==> src/tec_params.svh <==
// offsets, field positions, reset values and timing counts of the timer/event counter
`ifndef TEC_PARAMS_SVH
`define TEC_PARAMS_SVH

// register byte addresses on the apb slave
`define TEC_ADDR_W            8
`define TEC_OFS_COUNT         8'h00
`define TEC_OFS_CTRL          8'h04
`define TEC_OFS_IRQ           8'h08

// timer_control field positions
`define TEC_CTRL_PSC_LSB      0
`define TEC_CTRL_PSC_MSB      2
`define TEC_CTRL_EDGE_BIT     3
`define TEC_CTRL_RUN_BIT      4
`define TEC_CTRL_MODE_LOW_BIT 6
`define TEC_CTRL_MODE_HI_BIT  7

// interrupt control field positions
`define TEC_IRQ_EN_BIT        0
`define TEC_IRQ_FLAG_BIT      1

// reset values
`define TEC_COUNT_RST         8'h00
`define TEC_PRELOAD_RST       8'h00
`define TEC_CTRL_PSC_RST      3'h0
`define TEC_CTRL_MODE_RST     2'h0

// counter limits
`define TEC_FULL_COUNT        8'hff

// prescaler division ratios per select value
`define TEC_DIV_SEL0          8'h01
`define TEC_DIV_SEL1          8'h02
`define TEC_DIV_SEL2          8'h04
`define TEC_DIV_SEL3          8'h08
`define TEC_DIV_SEL4          8'h10
`define TEC_DIV_SEL5          8'h20
`define TEC_DIV_SEL6          8'h40
`define TEC_DIV_SEL7          8'h80

`endif

==> src/tec_pkg.sv <==
// types shared by the timer/event counter
package tec_pkg;

    typedef enum logic [1:0] {
        TEC_MODE_OFF   = 2'b00,
        TEC_MODE_EVENT = 2'b01,
        TEC_MODE_TIMER = 2'b10,
        TEC_MODE_PULSE = 2'b11
    } tec_mode_e;

    typedef enum logic [1:0] {
        TEC_PW_IDLE  = 2'b00,
        TEC_PW_ARMED = 2'b01,
        TEC_PW_COUNT = 2'b10
    } tec_pw_e;

    typedef struct packed {
        logic        psel;
        logic        penable;
        logic        pwrite;
        logic [7:0]  paddr;
        logic [31:0] pwdata;
    } tec_apb_req_s;

    typedef struct packed {
        logic [1:0] mode;
        logic       run;
        logic       edge_select;
        logic [2:0] prescale_sel;
    } tec_ctrl_s;

    typedef struct packed {
        logic [7:0]  count;
        logic [7:0]  preload;
        tec_ctrl_s   ctrl;
        logic        irq_en;
        logic        irq_flag;
        logic        pin_sync1;
        logic        pin_sync2;
        logic        pin_prev;
        logic [7:0]  presc_cnt;
        tec_pw_e     pw_state;
        logic        pw_pending;
        logic [31:0] prdata;
        logic        overflow;
        logic        wake;
    } tec_state_s;

endpackage

==> src/tec_timer.sv <==
// 8-bit timer/event counter with preload, prescaler and apb register slave
//
// Behaviour
// - timer and pulse modes count prescaled clock; event mode counts pin transitions
// - control bits 2..0 pick the prescaler division ratio
// - prescaler select is ignored while counting pin events
// - counter adds exactly one per qualifying tick or pin transition
// - at full count: reload from preload, keep counting, raise request
// - count write while stopped loads counter and preload at once
// - count write while running loads preload only; counter takes it at overflow
// - preload has no meaningful reset value; software loads it first
// - mode high 1, low 0 selects interval timer
// - mode high 0, low 1 selects event counting
// - both mode bits one selects pulse-width measurement
// - control bit 4 runs or stops the counter
// - control bit 3 picks active pin polarity in event and pulse modes
// - interval mode counts once per prescaled clock period
// - event mode counts rising pin edges, or falling when edge select high
// - event counting goes on in power-down; overflow then wakes the device
// - interrupt output only when the enable bit is set
// - edge select low: count after falling edge, stop and clear run when high
// - edge select high: count after rising edge, stop and clear run when low
// - timer and event modes never clear run by hardware
// - after auto stop pin is ignored until software sets run again
// - pulse measurement starts on a transition, not on a level
// - every overflow sets the request flag, enabled or not
// - counting is held off while count is read or written
// - pin events in pulse mode act at the next timer tick
`timescale 1ns/1ns
`default_nettype none
`include "tec_params.svh"

module tec_timer
    import tec_pkg::*;
(
    input  wire logic         core_clk_i,
    input  wire logic         resetn_i,
    input  wire tec_apb_req_s apb_req_i,
    output logic [31:0]       prdata_o,
    output logic              pready_o,
    output logic              pslverr_o,
    input  wire logic         event_pin_i,
    input  wire logic         powerdown_i,
    output logic              timer_irq_o,
    output logic              overflow_o,
    output logic              wake_o
);

    tec_state_s st_reg;
    tec_state_s st_next;

    logic       rise;
    logic       fall;
    logic       tick;
    logic [7:0] ratio;
    logic       inc;
    logic       hw_stop;
    logic       start_edge;
    logic       level_active;
    logic       inhibit;
    logic       acc_wr;
    logic       setup_rd;
    logic       mapped;
    logic       hit_count;
    logic       hit_ctrl;
    logic       hit_irq;
    logic       flag_set;
    tec_mode_e  mode;

    // table lookup keeps the ratios in one place
    function automatic logic [7:0] presc_ratio(input logic [2:0] sel);
        logic [7:0] r;
        r = `TEC_DIV_SEL0;
        case (sel)
            3'h0: r = `TEC_DIV_SEL0;
            3'h1: r = `TEC_DIV_SEL1;
            3'h2: r = `TEC_DIV_SEL2;
            3'h3: r = `TEC_DIV_SEL3;
            3'h4: r = `TEC_DIV_SEL4;
            3'h5: r = `TEC_DIV_SEL5;
            3'h6: r = `TEC_DIV_SEL6;
            3'h7: r = `TEC_DIV_SEL7;
            default: r = `TEC_DIV_SEL0;
        endcase
        return r;
    endfunction

    always_comb
    begin
        st_next      = st_reg;
        st_next.overflow = 1'b0;
        st_next.wake     = 1'b0;
        inc          = 1'b0;
        hw_stop      = 1'b0;
        flag_set     = 1'b0;

        // synchroniser, first flop feeds only the second
        st_next.pin_sync1 = event_pin_i;
        st_next.pin_sync2 = st_reg.pin_sync1;
        st_next.pin_prev  = st_reg.pin_sync2;
        rise = st_reg.pin_sync2 & ~st_reg.pin_prev;
        fall = ~st_reg.pin_sync2 & st_reg.pin_prev;

        // free running prescaler; >= so a smaller ratio takes effect at once
        ratio = presc_ratio(st_reg.ctrl.prescale_sel);
        tick  = (st_reg.presc_cnt >= ratio - 8'h01);
        if (tick)
        begin
            st_next.presc_cnt = 8'h00;
        end
        else
        begin
            st_next.presc_cnt = st_reg.presc_cnt + 8'h01;
        end

        // apb decode
        hit_count = (apb_req_i.paddr == `TEC_OFS_COUNT);
        hit_ctrl  = (apb_req_i.paddr == `TEC_OFS_CTRL);
        hit_irq   = (apb_req_i.paddr == `TEC_OFS_IRQ);
        mapped    = hit_count | hit_ctrl | hit_irq;
        acc_wr    = apb_req_i.psel & apb_req_i.penable & apb_req_i.pwrite & mapped;
        setup_rd  = apb_req_i.psel & ~apb_req_i.penable & ~apb_req_i.pwrite;
        // held over setup and access so the captured value is the one returned
        inhibit   = apb_req_i.psel & hit_count;

        mode = tec_mode_e'(st_reg.ctrl.mode);
        start_edge   = st_reg.ctrl.edge_select ? rise : fall;
        level_active = st_reg.ctrl.edge_select ? st_reg.pin_sync2 : ~st_reg.pin_sync2;

        case (mode)
            TEC_MODE_TIMER:
            begin
                inc = st_reg.ctrl.run & tick;
                st_next.pw_state   = TEC_PW_IDLE;
                st_next.pw_pending = 1'b0;
            end
            TEC_MODE_EVENT:
            begin
                // no tick term: prescaler has no say here
                inc = st_reg.ctrl.run & (st_reg.ctrl.edge_select ? fall : rise);
                st_next.pw_state   = TEC_PW_IDLE;
                st_next.pw_pending = 1'b0;
            end
            TEC_MODE_PULSE:
            begin
                case (st_reg.pw_state)
                    TEC_PW_IDLE:
                    begin
                        // arming here means only later transitions count
                        if (st_reg.ctrl.run)
                        begin
                            st_next.pw_state   = TEC_PW_ARMED;
                            st_next.pw_pending = 1'b0;
                        end
                    end
                    TEC_PW_ARMED:
                    begin
                        if (start_edge)
                        begin
                            st_next.pw_pending = 1'b1;
                        end
                        // edge acts at the next timer tick
                        if (tick & (st_reg.pw_pending | start_edge))
                        begin
                            st_next.pw_state   = TEC_PW_COUNT;
                            st_next.pw_pending = 1'b0;
                        end
                    end
                    TEC_PW_COUNT:
                    begin
                        if (tick)
                        begin
                            if (!level_active)
                            begin
                                hw_stop = 1'b1;
                                st_next.pw_state = TEC_PW_IDLE;
                            end
                            else
                            begin
                                inc = 1'b1;
                            end
                        end
                    end
                    default:
                    begin
                        st_next.pw_state   = TEC_PW_IDLE;
                        st_next.pw_pending = 1'b0;
                    end
                endcase
                if (!st_reg.ctrl.run)
                begin
                    st_next.pw_state   = TEC_PW_IDLE;
                    st_next.pw_pending = 1'b0;
                end
            end
            default:
            begin
                inc = 1'b0;
                st_next.pw_state   = TEC_PW_IDLE;
                st_next.pw_pending = 1'b0;
            end
        endcase

        // hardware only clears run in pulse mode
        if (hw_stop)
        begin
            st_next.ctrl.run = 1'b0;
        end

        if (inc & ~inhibit)
        begin
            if (st_reg.count == `TEC_FULL_COUNT)
            begin
                st_next.count    = st_reg.preload;
                st_next.overflow = 1'b1;
                st_next.wake     = powerdown_i;
                flag_set         = 1'b1;
            end
            else
            begin
                st_next.count = st_reg.count + 8'h01;
            end
        end
        if (flag_set)
        begin
            st_next.irq_flag = 1'b1;
        end

        // register writes; a same-cycle hardware set beats a software clear
        if (acc_wr)
        begin
            if (hit_count)
            begin
                st_next.preload = apb_req_i.pwdata[7:0];
                if (!st_reg.ctrl.run)
                begin
                    st_next.count = apb_req_i.pwdata[7:0];
                end
            end
            if (hit_ctrl)
            begin
                st_next.ctrl.prescale_sel = apb_req_i.pwdata[`TEC_CTRL_PSC_MSB:`TEC_CTRL_PSC_LSB];
                st_next.ctrl.edge_select  = apb_req_i.pwdata[`TEC_CTRL_EDGE_BIT];
                st_next.ctrl.run          = apb_req_i.pwdata[`TEC_CTRL_RUN_BIT];
                st_next.ctrl.mode = {apb_req_i.pwdata[`TEC_CTRL_MODE_HI_BIT],
                                     apb_req_i.pwdata[`TEC_CTRL_MODE_LOW_BIT]};
            end
            if (hit_irq)
            begin
                st_next.irq_en   = apb_req_i.pwdata[`TEC_IRQ_EN_BIT];
                st_next.irq_flag = apb_req_i.pwdata[`TEC_IRQ_FLAG_BIT] | flag_set;
            end
        end

        // read data captured in setup, presented in access
        if (setup_rd)
        begin
            st_next.prdata = 32'h0000_0000;
            if (hit_count)
            begin
                st_next.prdata[7:0] = st_reg.count;
            end
            if (hit_ctrl)
            begin
                st_next.prdata[`TEC_CTRL_PSC_MSB:`TEC_CTRL_PSC_LSB] = st_reg.ctrl.prescale_sel;
                st_next.prdata[`TEC_CTRL_EDGE_BIT]     = st_reg.ctrl.edge_select;
                st_next.prdata[`TEC_CTRL_RUN_BIT]      = st_reg.ctrl.run;
                st_next.prdata[`TEC_CTRL_MODE_LOW_BIT] = st_reg.ctrl.mode[0];
                st_next.prdata[`TEC_CTRL_MODE_HI_BIT]  = st_reg.ctrl.mode[1];
            end
            if (hit_irq)
            begin
                st_next.prdata[`TEC_IRQ_EN_BIT]   = st_reg.irq_en;
                st_next.prdata[`TEC_IRQ_FLAG_BIT] = st_reg.irq_flag;
            end
        end
    end

    // preload reset is only a fixed filler; software must load it first
    always_ff @(posedge core_clk_i or negedge resetn_i)
    begin
        if (!resetn_i)
        begin
            st_reg                   <= '0;
            st_reg.count             <= `TEC_COUNT_RST;
            st_reg.preload           <= `TEC_PRELOAD_RST;
            st_reg.ctrl.prescale_sel <= `TEC_CTRL_PSC_RST;
            st_reg.ctrl.mode         <= `TEC_CTRL_MODE_RST;
            st_reg.pw_state          <= TEC_PW_IDLE;
        end
        else
        begin
            st_reg <= st_next;
        end
    end

    assign prdata_o    = st_reg.prdata;
    assign pready_o    = 1'b1;
    assign pslverr_o   = apb_req_i.psel & apb_req_i.penable & ~mapped;
    assign timer_irq_o = st_reg.irq_flag & st_reg.irq_en;
    assign overflow_o  = st_reg.overflow;
    assign wake_o      = st_reg.wake;

endmodule
`default_nettype wire

==> config.mk <==
export PLATFORM = sky130hd
export DESIGN_NAME = tec_timer
export DESIGN_NICKNAME = d
export VERILOG_FILES = /design/src/tec_pkg.sv /design/src/tec_timer.sv
export VERILOG_INCLUDE_DIRS = /design/src /design/src/src
export SDC_FILE = /design/constraint.sdc
export NUM_CORES = 1
export LEC_CHECK = 0
export ABC_AREA = 1
export BUFFER_PORTS_ARGS = -buffer_cell sky130_fd_sc_hd__buf_2
export CORE_ASPECT_RATIO = 0.8
export CORE_MARGIN = 2
export CORE_UTILIZATION = 53
export DETAILED_ROUTE_END_ITERATION = 8
export GPL_TIMING_DRIVEN = 0
export HOLD_SLACK_MARGIN = 0.06
export PLACE_DENSITY = 0.81
export SLEW_MARGIN = 20
export SYNTH_ARGS = -nofsm -noshare
export SYNTH_HDL_FRONTEND = slang
export SYNTH_SLANG_ARGS = --single-unit
==> constraint.sdc <==
create_clock -name core_clk_i -period 2.2 [get_ports core_clk_i]
set_input_delay 0.11 -clock core_clk_i [delete_from_list [all_inputs] [get_ports core_clk_i]]
set_output_delay 0.11 -clock core_clk_i [all_outputs]
set_load 0.005 [all_outputs]
# Word level (Yosys, flattened, before mapping)
# Memory sizes are Yosys's and may differ from the RTL's.
# Cells that the tools add are included.
[word_totals]
reg_bits = 49
rom_bits = 64
input_bits = 47
output_inout_bits = 37
elab_cells = 103
memories = 1
[classes]
n_addsub = 3
n_lt_le_gt_ge = 1
n_eq_ne = 13
muxes = 37
n_bitwise = 24
n_reduce_logical = 7
[memory_table]
columns = ["name", "words", "width", "read_ports", "rd_ports_with_merged_regs", "wr", "line", "source"]
rows = [
  ["(name not given)", 8, 8, 1, 0, 0, "tec_timer.sv:74", "case (sel)"],
]
[ops]
columns = ["op", "n"]
rows = [
  ["2-to-1 mux 8 bit", 5],
  ["2-to-1 mux 25 bit", 1],
  ["adder 8 x 1 -> 8 bit, second input constant", 2],
  ["2-to-1 mux 16 bit", 1],
  ["2-to-1 mux 1 bit", 15],
  ["bitwise AND 1 bit", 14],
  ["2-to-1 mux 2 bit", 7],
  ["!= test 4 bit, second input constant", 3],
  ["2-to-1 mux 3 bit", 3],
  ["== test 8 x 3 -> 1 bit, second input constant", 1],
  ["== test 8 x 4 -> 1 bit, second input constant", 1],
  ["== test 8 bit, second input constant", 1],
  ["greater-or-equal comparator 8 bit", 1],
  ["zero test 8 bit", 1],
  ["AND reduction 2 bit", 4],
  ["subtractor 8 x 1 -> 8 bit, second input constant", 1],
  ["2-to-1 mux 7 bit", 1],
  ["== test 2 bit, second input constant", 3],
  ["inverter 1 bit", 6],
  ["one-hot mux 2 bit (3 select lines)", 1],
  ["2-to-1 mux 5 bit", 1],
  ["!= test 5 bit, second input constant", 1],
  ["== test 2 x 1 -> 1 bit, second input constant", 2],
  ["OR 1 bit", 4],
  ["5 further kinds", 5],
]

# Logic depth before layout (Yosys ltp)
# Gate-level depths: netlist (run 1).
[depth]
depth_word = 11
ltp_mapped = 17
depth_no_buf = 17

# Least setup slack after synthesis (run 1)
# Ideal clock, no wire load.
[synth_path]
path_type = "register to register"
startpoint = "register st_reg[51] (netlist bit)"
endpoint = "register st_reg[65] (netlist bit)"
setup_ns = 0.118
t_arrival_ns = 1.795
required_ns = 2.082
setup_slack_ns = 0.287
path_stages_with_launch = 16
path_buffers = 1
synth_period_minus_slack_ns = 1.913
path_cell_list = "dfrtp_1 -> nor2_1 -> nand2_1 -> ha_1 -> nand2_1 -> nor2_1 -> nor2_1 -> nand2_1 -> nand2_1 -> nand2_2 -> nand2_1 -> nand2_1 -> buf_2 -> a21oi_1 -> nor2_1 -> nor2_2"
[synth_rtl]
columns = ["element", "line", "source"]
rows = [
  ["start: declaration", "tec_timer.sv:49", "tec_state_s st_reg;"],
  ["start signal: assignment", "tec_timer.sv:293", "st_reg <= st_next;"],
]

==> results of run 1 <==
-- worst reg2reg max path, stage by stage (launching register included) --
cell and delay (ns):
dfrtp_2 0.46, nor2_4 0.14, nand2_2 0.06, ha_1 0.28, nand2_1 0.05, nor2_1 0.08, nor2_1 0.04, nand2_1 0.07
nand2_2 0.08, nand2_4 0.08, nand2_1 0.06, nand2_2 0.12, buf_2 0.19, a21oi_1 0.08, nor2_1 0.13, nor2_2 0.04
-- final cells by class --
cell class / instances / area, µm² / area share (%)
plain buffers: 39 / 295.3 / 8.033
repair buffers: 48 / 295.3 / 8.033
clock buffers: 7 / 86.33 / 2.349
well taps: 78 / 97.59 / 2.655
multi-input cells: 271 / 1444 / 39.28
inverters: 61 / 229.0 / 6.229
flip-flops and latches: 49 / 1229 / 33.42
-- cell usage after synthesis, drive strengths merged --
cell type / n / area share [%]
a21o: 1 / 0.25
a21oi: 17 / 2.8
a2bb2oi: 1 / 0.29
and3: 3 / 0.61
buf: 38 / 9.1
clkbuf: 1 / 0.12
clkinv: 1 / 0.12
conb: 2 / 0.25
dfrtp: 49 / 40
ha: 13 / 5.3
inv: 60 / 7.4
mux2: 1 / 0.37
nand2: 89 / 11
nand3: 21 / 3.6
nand3b: 1 / 0.25
nand4: 5 / 1.4
nor2: 43 / 6.8
nor3: 4 / 0.66
nor3b: 1 / 0.25
o211ai: 2 / 0.49
o21a: 4 / 0.98
o21ai: 25 / 4.1
o221ai: 4 / 1.1
o22ai: 2 / 0.41
o31ai: 2 / 0.49
or2: 2 / 0.41
xor2: 4 / 1.1
-- power by group through the flow --
stage                     registers [W]  clock network, W  logic (W)
after detailed placement        0.00109                 0   0.000434
after CTS                       0.00107          0.000555   0.000448
after global routing            0.00109          0.000598   0.000538
after floorplan                 0.00107                 0   0.000322
final                           0.00108          0.000541   0.000461
after global placement          0.00109                 0   0.000410
-- per-layer routing --
| metal | track usage, % | wire length [µm] | vias to the layer above |
|---|---|---|---|
| met2 | 32.75 | 2955 | 91 |
| met5 | 0 | 0 | - |
| met3 | 5.530 | 381 | 8 |
| met1 | 31.39 | 3246 | 1222 |
| met4 | 5.892 | 91 | 0 |
| li1 | - | - | 1352 |
-- final timing paths --
path	start	endpoint	slack, ns
min in group asynchronous	resetn_i	st_reg[64]$_DFFE_PN0P_	0.37
worst max-delay path	st_reg[52]$_DFFE_PN0P_	st_reg[65]$_DFF_PN0_	0.12
worst min register to register	st_next[46]$_DFF_PN0_	st_next[45]$_DFF_PN0_	0.36
worst min-delay path	apb_req_i[7]	mode[1]$_DFFE_PN0P_	0.07
max in group asynchronous	resetn_i	st_reg[51]$_DFFE_PN0P_	1.38
worst max register to register	st_reg[52]$_DFFE_PN0P_	st_reg[65]$_DFF_PN0_	0.12
-- through the flow --
step / instance area, µm² / total power [W] / hold slack (ns) / setup TNS (ns) / setup WS, ns
after detailed placement: 3411 / 0.001526 / 0.2193 / -0.5654 / -0.08570
after global placement: 3411 / 0.001498 / 0.2177 / -0.02745 / -0.01950
after global routing: 3676 / 0.002228 / 0.07627 / -0.2852 / -0.04219
after floorplan: 3143 / 0.001394 / -0.1856 / 0 / 0.2874
after CTS: 3587 / 0.002077 / 0.07162 / 0 / 0.01453
final: 3676 / 0.002077 / 0.07414 / 0 / 0.1235
-- kinds of logic (layout without fill, tap and decap cells) --
family	count (synthesis)	count (layout)
buf+inv	100	155
other cells	2	26
mux	1	1
compound gates	58	58
xor+xnor	4	4
flops	49	49
simple gates	169	169
fa+ha+maj	13	13
-- timing repair --
| action | in CTS | in global routing |
|---|---|---|
| gates cloned | 0 | 1 |
| pin swaps | 0 | 3 |
| hold buffers | 8 | 0 |
| hold endpoints to repair | 57 | 0 |
| endpoints found under the setup margin | 11 | 13 |
| resized for setup | 3 | 15 |
| buffers inserted | 0 | 5 |
==> flow_metrics.py, run 1 <==
metrics = {
    "yosys": {
        "ys_ff_latch": 49,
        "ys_seq_area_share_pct": 40.16,
        "synth-compound-area-share_pct": 10.94,
        "yosysWarningCount": 0,
        "synth-xor-area-share_pct": 1.148,
        "synth_top_family_by_area": "simple AND/OR/NAND/NOR gates",
        "synth_area_um2": 3053,
        "netlist_instances": 396,
        "avgSynthCellArea_um2": 7.709,
        "synth_cell_type_count": 38,
        "yosys.area_share.adder_pct": 5.328,
        "synth_mux_area_share_pct": 0.3689,
        "synthSimpleGateAreaFrac_pct": 25.04,
    },
    "clocking": {
        "clkTransAtPathRegs_ns": 0.09,
        "cts.sinks": 49,
        "cts_tree": "built",
        "cts_root_buf": "clkbuf_8",
        "htreeDepth": 2,
        "clock_latency_ns": 0.30,
        "clk_path_buf_depth": 2,
        "numCtsBuffers": 5,
    },
    "pwr": {
        "p_sw_share_pct": 29.67,
        "internal_power_w": 0.001461,
        "p_per_area_nw_per_um2": 564.9,
        "p_leak_nw": 2.084,
        "seqPwrFrac_pct": 51.8,
        "switchingPower_w": 0.0006162,
        "pwr-share-comb_pct": 22.2,
        "ir_drop_mv": 0.3871,
        "clock_power_share_pct": 26.1,
    },
    "sta": {
        "fin_crit_ns": 2.077,
        "worst_pin_slew_ns": 0.6293,
        "hold_violations": 0,
        "report.final.slew_viol_count": 0,
        "period_share_pct": 94.39,
        "relSlewSlack_pct": 58.04,
        "max_freq_mhz": 481.6,
        "grt_setup_unrepaired": "yes",
        "setup_viol": 0,
        "finClkSkew_ns": 0.009374,
    },
    "flow_run": {
        "maxCapViolCount": 0,
    },
    "die": {
        "rows": 24,
        "die_height_um": 71.89,
        "start_util_pct": 55.56,
        "ioPinCount": 84,
        "coreArea_um2": 5495,
        "fp.dieW_um": 88.86,
        "die_area_um2": 6387,
    },
    "final_layout": {
        "final_common_cell": "nand2_1",
        "n_antenna_cell": 0,
        "syn_to_final_growth_pct": 20.41,
        "layout-drive-gt1-share_pct": 24.63,
        "nets": 535,
        "layout.cells.non_filler": 553,
        "final_util_pct": 66.89,
        "fillerInstances": 457,
        "largest_reg_flops": 35,
        "final_cell_mix": "nand2_1 (84), inv_1 (49), dfrtp_1 (47), buf_4 (39), buf_2 (36)",
    },
    "placed_design": {
        "io_buffers": 34,
        "placed_cells": 532,
        "gp_congestion": 0.9108,
        "hpwl_mm": 4.832,
    },
    "critical_path": {
        "cpMaxStageDelayCell": "dfrtp_2",
        "path_cells": "nor2_4, nand2_2, ha_1, nand2_1, nor2_1, nor2_1, nand2_1, nand2_2, nand2_4, nand2_1, nand2_2, buf_2, a21oi_1, nor2_1, nor2_2",
        "slowest_delay_ns": 0.46,
        "worst_ep_arrival_time_ns": 2.28,
        "required_ns": 2.40,
        "path_depth": 15,
        "path_class": "flip-flop to flip-flop",
        "critPathBufInv": 1,
        "crit_fanout": 5,
        "rr_worst_depth": 15,
        "crit_family": "simple AND/OR/NAND/NOR gates",
        "end_kind": "flip-flop",
        "critPathLaunchType": "flip-flop",
    },
    "grt": {
        "grt_pass1_vias": 2411,
        "track_usage_pct": 21.76,
        "grt_max_degree": 50,
        "antenna_found_initial": 0,
        "grt_pass1_wl_mm": 10.74,
        "grt-ovfl-total": 0,
    },
    "route": {
        "routed_wl_mm": 6.674,
        "drt_iter0_drc": 154,
        "dr.pass1.iters": 4,
        "wl_per_cell_um": 12.07,
        "antenna_left": 0,
        "drc": 0,
        "via_per_inst": 4.834,
        "vias": 2673,
    },
    "min_path": {
        "whs_path_depth": 3,
        "hold_path_class": "input port to flip-flop",
    },
    "outcome": {
        "status": "finished clean",
    },
}
Power figures use the tool's default switching activity.
==> inputs of run 2 (changes only) <==
- ABC_AREA: 1 -> not set
- CAP_MARGIN: not set -> 15
- CORE_UTILIZATION: 53 -> 52
- PLACE_DENSITY: 0.81 -> 0.8
==> run 2 against run 1 <==
Compared with the run above:
- critical endpoint is now st_reg[48]$_DFF_PN0_
- synthesized cell count shrank 23%
- the flow now finishes with violations (negative setup slack)
- global-route usage grew 0.70 points
- highest routed layer unchanged
- largest power group unchanged
- clock skew shrank 0.0048 ns
- synthesized area shrank 3.2%
- largest cell class unchanged
- sequential share of layout area is essentially flat
==> flow_metrics.py, run 2 <==
metrics = {
    "route": {
        "dr.pass1.iters": 4,
        "wl_per_cell_um": 14.39,
        "routed_wl_mm": 6.648,
        "vias": 2398,
        "via_per_inst": 5.190,
        "drc": 0,
        "drt_iter0_drc": 151,
        "antenna_left": 0,
    },
    "critical_path": {
        "required_ns": 2.44,
        "path_class": "flip-flop to flip-flop",
        "r2r_slack_ns": -0.18,
        "crit_fanout": 7,
        "crit_end": "st_reg[48]$_DFF_PN0_",
        "end_kind": "flip-flop",
        "reg2reg_from": "st_reg[52]$_DFFE_PN0P_",
        "rr_endpoint": "st_reg[48]$_DFF_PN0_",
        "critPathLaunchType": "flip-flop",
        "worst_ep_arrival_time_ns": 2.61,
        "rr_worst_depth": 11,
        "setup.worst_path.start": "st_reg[52]$_DFFE_PN0P_",
    },
    "placed_design": {
        "hpwl_mm": 4.487,
        "place_area_um2": 3324,
        "placed_cells": 440,
        "io_buffers": 34,
        "gp_congestion": 0.8018,
    },
    "grt": {
        "antenna_found_initial": 0,
        "grt_max_degree": 50,
        "grt-ovfl-total": 0,
        "grt_pass1_wl_mm": 10.83,
        "track_usage_pct": 22.46,
        "grt_pass1_vias": 2296,
    },
    "clocking": {
        "clkTransAtPathRegs_ns": 0.09,
        "numCtsBuffers": 5,
        "clk_path_buf_depth": 2,
        "cts_root_buf": "clkbuf_8",
        "htreeDepth": 2,
        "clock_latency_ns": 0.31,
        "cts_tree": "built",
        "cts.sinks": 49,
    },
    "sta": {
        "report.final.slew_viol_count": 0,
        "fin_crit_ns": 2.377,
        "period_share_pct": 108.0,
        "max_freq_mhz": 420.7,
        "setup_viol": 14,
        "worst_pin_slew_ns": 0.6593,
        "setup_tns_ns": -1.505,
        "relSlewSlack_pct": 55.95,
        "hold_violations": 0,
        "finClkSkew_ns": 0.004536,
        "setup_ws_ns": -0.1769,
        "grt_setup_unrepaired": "yes",
    },
    "yosys": {
        "ys_seq_area_share_pct": 41.47,
        "yosys_most_used_dff": "dfrtp_1",
        "synth.most_common_cell": "dfrtp_1",
        "netlist_instances": 304,
        "synth_top_area_share_pct": 41.47,
        "ys_ff_latch": 49,
        "synth_cell_type_count": 53,
        "synthTopCellsByCount": "dfrtp_1 (49), buf_4 (33), nor2_1 (27)",
        "synth-xor-area-share_pct": 2.666,
        "synth_edf_count": 0,
        "synth_top_cell_by_area": "dfrtp_1",
        "synth_async_sr_flop_share_pct": 100.0,
        "synth_area_um2": 2957,
        "yosysWarningCount": 0,
        "yosys.area_share.adder_pct": 5.501,
        "synth-compound-area-share_pct": 14.39,
        "synth_mux_area_share_pct": 7.110,
        "avgSynthCellArea_um2": 9.726,
        "synth_top_family_by_area": "simple AND/OR/NAND/NOR gates",
        "synth_area_leaders": "dfrtp_1 (41%), buf_4 (8.4%), ha_1 (5.5%), a21oi_1 (3.7%), nor2_1 (3.4%)",
        "synthSimpleGateAreaFrac_pct": 17.18,
    },
    "outcome": {
        "status": "finished, violations left",
        "violations": "negative setup slack",
    },
    "pwr": {
        "ir_drop_mv": 0.2718,
        "p_per_area_nw_per_um2": 571.1,
        "power_w": 0.002102,
        "p_leak_nw": 1.867,
    },
    "final_layout": {
        "final_cell_mix": "dfrtp_1 (46), buf_4 (42), buf_2 (33), nor2_1 (27), conb_1 (26)",
        "nets": 443,
        "final_util_pct": 67.35,
        "largest_reg_flops": 35,
        "layout.cells.non_filler": 462,
        "final_area_um2": 3681,
        "final_common_cell": "dfrtp_1",
        "n_antenna_cell": 0,
        "layout-drive-gt1-share_pct": 34.11,
        "syn_to_final_growth_pct": 24.50,
    },
    "die": {
        "die_area_um2": 6309,
        "die_height_um": 71.45,
        "fp.dieW_um": 88.31,
        "ioPinCount": 84,
        "start_util_pct": 54.10,
        "rows": 24,
        "coreArea_um2": 5465,
    },
    "flow_run": {
        "maxCapViolCount": 0,
    },
    "min_path": {
        "hold_path_class": "input port to flip-flop",
    },
}
[run 2: worst min-delay path by stage]
stage          cells after the start  slack, ns                     to   startpoint
3_5_place_dp                       1       0.22  st_next[46]$_DFF_PN0_  event_pin_i
5_1_grt                            2       0.07       wake_o$_DFF_PN0_  powerdown_i
4_1_cts                            2       0.06       wake_o$_DFF_PN0_  powerdown_i
6_report                           2       0.07       wake_o$_DFF_PN0_  powerdown_i
2_1_floorplan                      0      -0.19    mode[0]$_DFFE_PN0P_     resetn_i
3_3_place_gp                       1       0.22  st_next[46]$_DFF_PN0_  event_pin_i
[run 2: critical path, stage by stage (launching register included)]
cell and delay [ns]:
dfrtp_2 0.42, or3_4 0.40, ha_4 0.26, and3_1 0.16, o21ai_2 0.07, a311oi_2 0.19
buf_4 0.18, o211ai_1 0.08, buf_4 0.19, buf_4 0.14, buf_6 0.10, o21ai_1 0.11
[run 2: timing repair]
action,4_1_cts,5_1_grt
hold buffers,7,0
endpoints found under the setup margin,22,23
endpoints found under the hold margin,56,0
cloned,1,0
pin swaps,13,5
gates resized for setup,19,14
setup buffers,6,3
[run 2: through the flow]
stage / worst slack [ns] / hold WS (ns)
after global routing: -0.2700 / 0.06671
after global placement: -0.3915 / 0.2194
final: -0.1769 / 0.07333
after floorplan: -0.01150 / -0.1856
after CTS: -0.1656 / 0.06372
after detailed placement: -0.4283 / 0.2199
[run 2: kinds of logic after synthesis]
logic type / after synthesis
AND/OR/NAND/NOR: 94
AO/OA/AOI/OAI: 67
buffers and inverters: 53
flip-flops: 49
multiplexers: 17
adder cells (fa/ha/maj): 13
XOR/XNOR: 9
other: 2
[run 2: final cells by class]
cell class | instances | area, µm²
Buffer | 39 | 285.3
Timing Repair Buffer | 51 | 325.3
Sequential cell | 49 | 1230
Tap cell | 78 | 97.59
Fill cell | 443 | 1784
Multi-Input combinational cell | 226 | 1585
Clock buffer | 7 | 86.33
Clock inverter | 1 | 30.03
Inverter | 11 | 41.29
[run 2: report_power, final]
group / switching (W) / leakage (nW) / internal, W / total (W)
Sequential: 0.0000591 / 0.658 / 0.000952 / 0.00101
Clock: 0.000302 / 0.0585 / 0.000371 / 0.000673
Combinational: 0.000206 / 1.15 / 0.000212 / 0.000418
Total: 0.000567 / 1.87 / 0.00154 / 0.00210
[run 2: metal layers]
layer	up-vias	track usage, %	wire (µm)
met2	80	35.84	3108
met1	1150	30.70	3005
met5	-	0	0
li1	1161	-	-
met3	7	4.263	439
met4	0	8.249	95
